`config.mk`:
```
export PLATFORM = sky130hd
export DESIGN_NAME = single_pin_magnet_command_input
export DESIGN_NICKNAME = d
export VERILOG_FILES = /design/src/core/single_pin_magnet_command_input.sv /design/src/core/span_timer.sv
export SDC_FILE = /design/constraint.sdc
export NUM_CORES = 1
export LEC_CHECK = 0
export BUFFER_PORTS_ARGS = -buffer_cell sky130_fd_sc_hd__buf_4
export CAP_MARGIN = 20
export CORE_MARGIN = 10
export CORE_UTILIZATION = 38
export CTS_BUF_LIST = sky130_fd_sc_hd__clkbuf_2 sky130_fd_sc_hd__clkbuf_4 sky130_fd_sc_hd__clkbuf_8
export CTS_CLUSTER_DIAMETER = 100
export DETAILED_ROUTE_END_ITERATION = 6
export MAX_ROUTING_LAYER = met4
export PLACE_DENSITY = 0.59
export SYNTH_ARGS = -nofsm -noshare
export SYNTH_HDL_FRONTEND = slang
export SYNTH_SLANG_ARGS = --single-unit
export TNS_END_PERCENT = 10
```
`constraint.sdc`:
```
create_clock -name clock -period 3.1 [get_ports clock]
set_clock_uncertainty 0.15 [all_clocks]
set_input_delay 0.31 -clock clock [delete_from_list [all_inputs] [get_ports clock]]
set_output_delay 0.31 -clock clock [all_outputs]
set_load 0.03 [all_outputs]
```
`src/core/single_pin_magnet_command_input.sv`:
```
`timescale 1ns/1ps
package magnet_cmd_pkg;
	// Clock rate, counter width and converter sample width
	localparam int CLK_MHZ = 250;
	localparam int TIMER_W = 32;
	localparam int ADC_W = 13;

	// Pulse width windows in microseconds
	localparam int OFF_MIN_US = 800;
	localparam int OFF_MAX_US = 1200;
	localparam int ON_MIN_US = 1600;
	localparam int ON_MAX_US = 1900;
	localparam int FORCE_MIN_US = 2100;
	localparam int FORCE_MAX_US = 2500;

	// Carrier period window: 400 Hz down to 40 Hz
	localparam int PER_MIN_US = 2500;
	localparam int PER_MAX_US = 25000;

	// Force hold time for fault clearing, and level debounce
	localparam int HOLD_MS = 3000;
	localparam int DEBOUNCE_MS = 20;

	// Derived cycle counts
	localparam logic [TIMER_W-1:0] OFF_MIN_CYC =
		TIMER_W'(OFF_MIN_US * CLK_MHZ);
	localparam logic [TIMER_W-1:0] OFF_MAX_CYC =
		TIMER_W'(OFF_MAX_US * CLK_MHZ);
	localparam logic [TIMER_W-1:0] ON_MIN_CYC =
		TIMER_W'(ON_MIN_US * CLK_MHZ);
	localparam logic [TIMER_W-1:0] ON_MAX_CYC =
		TIMER_W'(ON_MAX_US * CLK_MHZ);
	localparam logic [TIMER_W-1:0] FORCE_MIN_CYC =
		TIMER_W'(FORCE_MIN_US * CLK_MHZ);
	localparam logic [TIMER_W-1:0] FORCE_MAX_CYC =
		TIMER_W'(FORCE_MAX_US * CLK_MHZ);
	localparam logic [TIMER_W-1:0] PER_MIN_CYC =
		TIMER_W'(PER_MIN_US * CLK_MHZ);
	localparam logic [TIMER_W-1:0] PER_MAX_CYC =
		TIMER_W'(PER_MAX_US * CLK_MHZ);
	localparam logic [TIMER_W-1:0] HOLD_CYC =
		TIMER_W'(HOLD_MS * CLK_MHZ * 1000);
	localparam logic [TIMER_W-1:0] DEBOUNCE_CYC =
		TIMER_W'(DEBOUNCE_MS * CLK_MHZ * 1000);

	// Level thresholds in millivolts
	localparam logic [ADC_W-1:0] LVL_OFF_MAX_MV = ADC_W'(800);
	localparam logic [ADC_W-1:0] LVL_ON_MIN_MV = ADC_W'(2500);
	localparam logic [ADC_W-1:0] LVL_ON_MAX_MV = ADC_W'(3800);
	localparam logic [ADC_W-1:0] LVL_FORCE_MIN_MV = ADC_W'(4400);

	typedef enum logic [1:0] {CMD_NONE, CMD_OFF, CMD_ON, CMD_FORCE} cmd_t;
	typedef enum logic [1:0] {PULL_GND, PULL_HALF, PULL_ON} pull_t;
endpackage : magnet_cmd_pkg

module single_pin_magnet_command_input
	import magnet_cmd_pkg::*;
#(
	parameter logic [TIMER_W-1:0] OFF_MIN = OFF_MIN_CYC,
	parameter logic [TIMER_W-1:0] OFF_MAX = OFF_MAX_CYC,
	parameter logic [TIMER_W-1:0] ON_MIN = ON_MIN_CYC,
	parameter logic [TIMER_W-1:0] ON_MAX = ON_MAX_CYC,
	parameter logic [TIMER_W-1:0] FORCE_MIN = FORCE_MIN_CYC,
	parameter logic [TIMER_W-1:0] FORCE_MAX = FORCE_MAX_CYC,
	parameter logic [TIMER_W-1:0] PER_MIN = PER_MIN_CYC,
	parameter logic [TIMER_W-1:0] PER_MAX = PER_MAX_CYC,
	parameter logic [TIMER_W-1:0] HOLD = HOLD_CYC,
	parameter logic [TIMER_W-1:0] DEBOUNCE = DEBOUNCE_CYC
)(
	// Clock and reset
	input wire logic clock,
	input wire logic rst_b,
	// Command pin, digital view (asynchronous)
	input wire logic cmd_pin,
	// Command pin voltage in millivolts, from the on-chip converter
	input wire logic adc_valid,
	input wire logic [ADC_W-1:0] adc_mv,
	// Fieldbus path in use
	input wire logic fieldbus_active,
	// Magnet state from the power stage
	input wire logic mag_known,
	input wire logic mag_on,
	// Decoded command
	output cmd_t cmd_code,
	output logic cmd_strobe,
	output logic fault_clear,
	output logic pwm_mode,
	// Feedback pull target
	output pull_t pull_sel
);
	// Pin synchroniser and edge detect
	logic pin_s1;
	logic pin_s2;
	logic pin_d;
	logic rise;
	logic fall;

	always_ff @(posedge clock)
	begin
		if (!rst_b)
		begin
			pin_s1 <= 1'b0;
			pin_s2 <= 1'b0;
			pin_d <= 1'b0;
		end
		else
		begin
			pin_s1 <= cmd_pin;
			pin_s2 <= pin_s1;
			pin_d <= pin_s2;
		end
	end

	assign rise = pin_s2 & ~pin_d;
	assign fall = ~pin_s2 & pin_d;

	// Timers
	logic [TIMER_W-1:0] since_rise;
	logic [TIMER_W-1:0] hold_time;
	logic [TIMER_W-1:0] stable_time;
	logic level_changed;
	logic [TIMER_W-1:0] span;

	// Rise cycle counts as high, so span is the exact high time or period
	assign span = since_rise + TIMER_W'(1);

	span_timer #(.W(TIMER_W)) u_rise_timer (
		.clock(clock),
		.rst_b(rst_b),
		.restart(rise),
		.count(since_rise)
	);

	span_timer #(.W(TIMER_W)) u_hold_timer (
		.clock(clock),
		.rst_b(rst_b),
		.restart(cmd_code != CMD_FORCE),
		.count(hold_time)
	);

	span_timer #(.W(TIMER_W)) u_stable_timer (
		.clock(clock),
		.rst_b(rst_b),
		.restart(level_changed),
		.count(stable_time)
	);

	// Carrier detection
	logic next_pwm_mode;

	always_comb
	begin
		next_pwm_mode = pwm_mode;
		if (rise && span >= PER_MIN && span <= PER_MAX)
			next_pwm_mode = 1'b1;
		else if (since_rise > PER_MAX)
			next_pwm_mode = 1'b0;
	end

	always_ff @(posedge clock)
	begin
		if (!rst_b)
			pwm_mode <= 1'b0;
		else
			pwm_mode <= next_pwm_mode;
	end

	// Pulse width classification; high time equals time since rise
	cmd_t pulse_cmd;

	always_comb
	begin
		if (span >= OFF_MIN && span <= OFF_MAX)
			pulse_cmd = CMD_OFF;
		else if (span >= ON_MIN && span <= ON_MAX)
			pulse_cmd = CMD_ON;
		else if (span >= FORCE_MIN && span <= FORCE_MAX)
			pulse_cmd = CMD_FORCE;
		else
			pulse_cmd = CMD_NONE;
	end

	// Level classification and debounce
	cmd_t level_cls;
	cmd_t next_level_cls;
	cmd_t sample_cls;

	always_comb
	begin
		if (adc_mv <= LVL_OFF_MAX_MV)
			sample_cls = CMD_OFF;
		else if (adc_mv >= LVL_ON_MIN_MV && adc_mv <= LVL_ON_MAX_MV)
			sample_cls = CMD_ON;
		else if (adc_mv >= LVL_FORCE_MIN_MV)
			sample_cls = CMD_FORCE;
		else
			sample_cls = CMD_NONE;
	end

	always_comb
	begin
		next_level_cls = level_cls;
		if (adc_valid)
			next_level_cls = sample_cls;
	end

	assign level_changed = next_level_cls != level_cls;

	always_ff @(posedge clock)
	begin
		if (!rst_b)
			level_cls <= CMD_NONE;
		else
			level_cls <= next_level_cls;
	end

	// Candidate command from the active path
	logic cand_valid;
	cmd_t cand_cmd;
	logic level_path;

	// Level path only once the pin has been free of rising edges for a
	// whole slowest carrier period, so pulse trains never feed it
	assign level_path = ~pwm_mode && since_rise > PER_MAX;

	always_comb
	begin
		cand_valid = 1'b0;
		cand_cmd = CMD_NONE;
		if (pwm_mode && fall && pulse_cmd != CMD_NONE)
		begin
			cand_valid = 1'b1;
			cand_cmd = pulse_cmd;
		end
		else if (level_path && stable_time >= DEBOUNCE &&
			level_cls != CMD_NONE)
		begin
			cand_valid = 1'b1;
			cand_cmd = level_cls;
		end
	end

	// Held command, force hold tracking and fault clear
	cmd_t next_cmd_code;
	logic next_cmd_strobe;
	logic next_fault_clear;
	logic force_held;
	logic next_force_held;

	always_comb
	begin
		next_cmd_code = cmd_code;
		next_cmd_strobe = 1'b0;
		next_fault_clear = 1'b0;
		next_force_held = force_held;
		if (cmd_code == CMD_FORCE && hold_time >= HOLD)
			next_force_held = 1'b1;
		if (fieldbus_active)
		begin
			next_force_held = 1'b0;
		end
		else if (cand_valid && cand_cmd != cmd_code)
		begin
			// A floating pin reads back the present state: no change
			next_cmd_code = cand_cmd;
			next_cmd_strobe = 1'b1;
			if (next_force_held && cand_cmd != CMD_FORCE)
				next_fault_clear = 1'b1;
			if (cand_cmd != CMD_FORCE)
				next_force_held = 1'b0;
		end
	end

	always_ff @(posedge clock)
	begin
		if (!rst_b)
		begin
			cmd_code <= CMD_NONE;
			cmd_strobe <= 1'b0;
			fault_clear <= 1'b0;
			force_held <= 1'b0;
		end
		else
		begin
			cmd_code <= next_cmd_code;
			cmd_strobe <= next_cmd_strobe;
			fault_clear <= next_fault_clear;
			force_held <= next_force_held;
		end
	end

	// Feedback pull target
	pull_t next_pull_sel;

	always_comb
	begin
		if (!mag_known)
			next_pull_sel = PULL_HALF;
		else if (mag_on)
			next_pull_sel = PULL_ON;
		else
			next_pull_sel = PULL_GND;
	end

	always_ff @(posedge clock)
	begin
		if (!rst_b)
			pull_sel <= PULL_HALF;
		else
			pull_sel <= next_pull_sel;
	end
endmodule : single_pin_magnet_command_input

```
`src/core/span_timer.sv`:
```
`timescale 1ns/1ps
module span_timer
	import magnet_cmd_pkg::*;
#(
	parameter int W = TIMER_W
)(
	// Clock and reset
	input wire logic clock,
	input wire logic rst_b,
	// Control
	input wire logic restart,
	// Elapsed cycles, saturating
	output logic [W-1:0] count
);
	logic [W-1:0] next_count;

	always_comb
	begin
		if (restart)
			next_count = '0;
		else if (&count)
			next_count = count;
		else
			next_count = count + W'(1);
	end

	always_ff @(posedge clock)
	begin
		if (!rst_b)
			count <= '0;
		else
			count <= next_count;
	end
endmodule : span_timer

```
==> results.md <==
- Area grow syn2layout: 29.94%
- Initial antenna violation count: 0
- Ant. Diodes: 0
- Crit-path slowest cell: or4_4
- Most frequent cells in the layout: 166 x buf_4, 109 x nor2_1, 96 x dfxtp_1
- Hold Path Depth: 3
- Crit path required time: around 3.3 ns
- DRC viols: 0
- CP Launch Type: flip-flop
- Synth Instances: between 800 and 900
- Share of the synthesized area in the top cell type: 33.47%
- Synth Area per Inst: 8.048 µm²
- EDFF count, synth: 0
- Number of synthesized register bits: ~110
- Final core area utilization: roughly half
- Starting Density: just under 40%
- Max-slew violation count: 0
- DR WL/cell: ~15 µm
- Tmin final: around 3.3 ns
- Detailed Routing Iterations Pass 1: 6
- Core area: 16700 µm²
- Crit. End Element: flip-flop
- Unique masters post-synth: 74
- Final hold viol count: 0
- Rows: 47
- DP HPWL: approximately 13 mm
- Initial drt markers: roughly 450
- Chip Width: around 150 µm
- Critical path peak fanout: 6
- Setup violations, final: 5
- Slew of the pin with the lowest slew margin: roughly 0.6 ns
- Gr usage total: roughly 16%
- Max-Cap Viols: 0
- Most common cell after layout, fill and taps aside: buf_4
- Routed Antenna Nets: 0
- Post-synth ARST share: 0%
- Fin crit share: 106.2%
- Largest net degree at the start of global routing: 33
- WS Path Type: flip-flop to flip-flop
- Final wirelength: 17.68 mm
- Power Dens Cells: a little under 300 nW/µm²
- Yosys warns: 0
- Final worst slack: -0.1911 ns
- Post-Syn Nets: 836
- Top cells by area, synth: dfxtp_1 33%, xnor2_1 6.4%, nor2_1 6.3%
- Slew margin rel.: between 50 and 60%
- Reg clk slew, reported paths: roughly 0.10 ns
- RSZ-0062 raised after global routing: true
- CP cell instances: and4_4 -> buf_4 -> nand2_4 -> or3_4 -> mux2i_4 -> or2_1 -> or4_4 -> a221oi_4 -> a211oi_4 -> or3b_1 -> o21ai_1
- Htree depth: 3
- VDD IR max: about 190 µV
- Sequential fraction of the synthesis area: between 30% and 40%
- Fmax: 0.3039 GHz
- Leakage: slightly above 0.003 µW
- Die Height: between 150 and 200 µm
- CTS buffer count: 9
- Main synth FF type: dfxtp_1
- CTS Sinks: roughly 110
- Routed vias/inst: around 5.4
- CTS root buf: clkbuf_8
- I/O Buffers: 26
- Worst hold path class: input pin to flip-flop
- Via count: roughly 6300
- Cell accounting for the most synthesized area: dfxtp_1
- Fin nets: 981
- Clk_lat worst skew: approximately 0.4 ns
- Longest Clk Path Bufs: 2
- Gpl congestion: roughly 0.95
- First-pass GRT wire length: between 20 and 30 mm
- Status: complete, but fails checks
- Fraction of layout cells with a size suffix above 1: between 20% and 30%
- Grt ovf: 0
- Arr. time, crit path: 3.48 ns
- Worst Hold Slack: about 0.046 ns
- Die area: about 23000 µm²
- Failing checks: setup timing
- Synth Cell Area: 6519 µm²
- I/O pins: 27
- CP peak stage delay: around 0.49 ns
- R2R cell count: 11
- Vias in the first global route: slightly below 6000
- TritonCTS clock tree: built
[power by group]
part | switching (µW) | internal, µW | leakage (µW)
Combinational | 76.1 | 56.1 | 0.00210
Sequential | 10.4 | 1410 | 0.000887
Clock | 530 | 415 | 0.000105
[sequential cells by signal (all words and copies together), names as in the netlist]
signal / cells
u_rise_timer.count: 32
cmd_code: 2
force_held: 1
pin_d: 1
fault_clear: 1
pin_s2: 1
cmd_strobe: 1
level_cls: 2
u_hold_timer.count: 32
pwm_mode: 1
pull_sel: 2
pin_s1: 1
u_stable_timer.count: 32
[cell families (layout without fill, tap and decap cells)]
logic type,after synthesis,in the layout,synth area share [%]
AOI/OAI and AO/OA,146,146,15.59
xor gates and xnor gates,89,89,11.96
adders and majority gates,6,6,1.152
buffers and inverters,58,208,3.935
DFF,109,109,33.47
muxes,2,2,0.3071
and+or+nand+nor,400,400,33.59
[routing by layer]
layer,GRT usage [%],vias up,part of all wire [%],routed length (µm)
met1,20.85,2969,49,8706
met5,-,-,0,0
met3,3.013,27,4.5,803
met2,24.63,121,45,7867
li1,-,3218,-,-
met4,5.245,0,1.7,299
[what timing repair did]
action,in CTS,in global routing
setup endpoints to repair,6,18
hold buffers,4,0
pin swaps,16,16
resized for setup,45,18
endpoints found under the hold margin,3,0
buffers inserted,8,5
[final timing paths]
kind	from	endpoint	slack (ns)
max reg2reg	u_rise_timer.count[17]	cmd_code[1]	-0.19
max	u_rise_timer.count[17]	cmd_code[1]	-0.19
min reg2reg	pin_s1	pin_s2	0.29
min	fieldbus_active	cmd_code[0]	0.05
[metrics by stage]
stage	total power [µW]	instances	setup TNS (ns)	area, µm²	worst slack [ns]
after floorplan	1517	810	-0.2055	6553	-0.09040
after global placement	1570	1147	-0.9534	7848	-0.2392
after detailed placement	1571	1147	-1.461	7848	-0.3136
after CTS	2524	1175	-0.4824	8351	-0.1417
after global routing	2592	1180	-1.649	8471	-0.3284
final	2495	1180	-0.7013	8471	-0.1911
[cell type report]
cell class	count	area (µm²)
Fill cell	1600	8230
Multi-Input combinational cell	643	4362
Sequential cell	109	2206
Timing Repair Buffer	174	1349
Tap cell	220	275.3
Clock buffer	11	145.1
Inverter	18	67.56
Clock inverter	5	66.31
[Yosys cell counts (9+ instances only)]
cell and instances:
and3_1 17, a21oi_1 45, xor2_1 41, buf_2 10, nor2_1 109, xnor2_1 48
inv_1 18, nand4_1 31, nand3_1 44, nor3_1 23, o21ai_0 18, and2_1 21
or3_1 12, nand2_1 55, clkbuf_1 25, dfxtp_1 109, and4_1 11, nor4_1 17
or4_1 9
[critical path: cells and delay by family (launching register included)]
| family | cells | cell delay, ns |
|---|---|---|
| and+or+nand+nor | 6 | 1.86 |
| AOI/OAI and AO/OA | 3 | 0.50 |
| DFF | 1 | 0.36 |
| muxes | 1 | 0.22 |
| buffers and inverters | 1 | 0.13 |
Note: power is estimated with default switching activity, not from simulation.
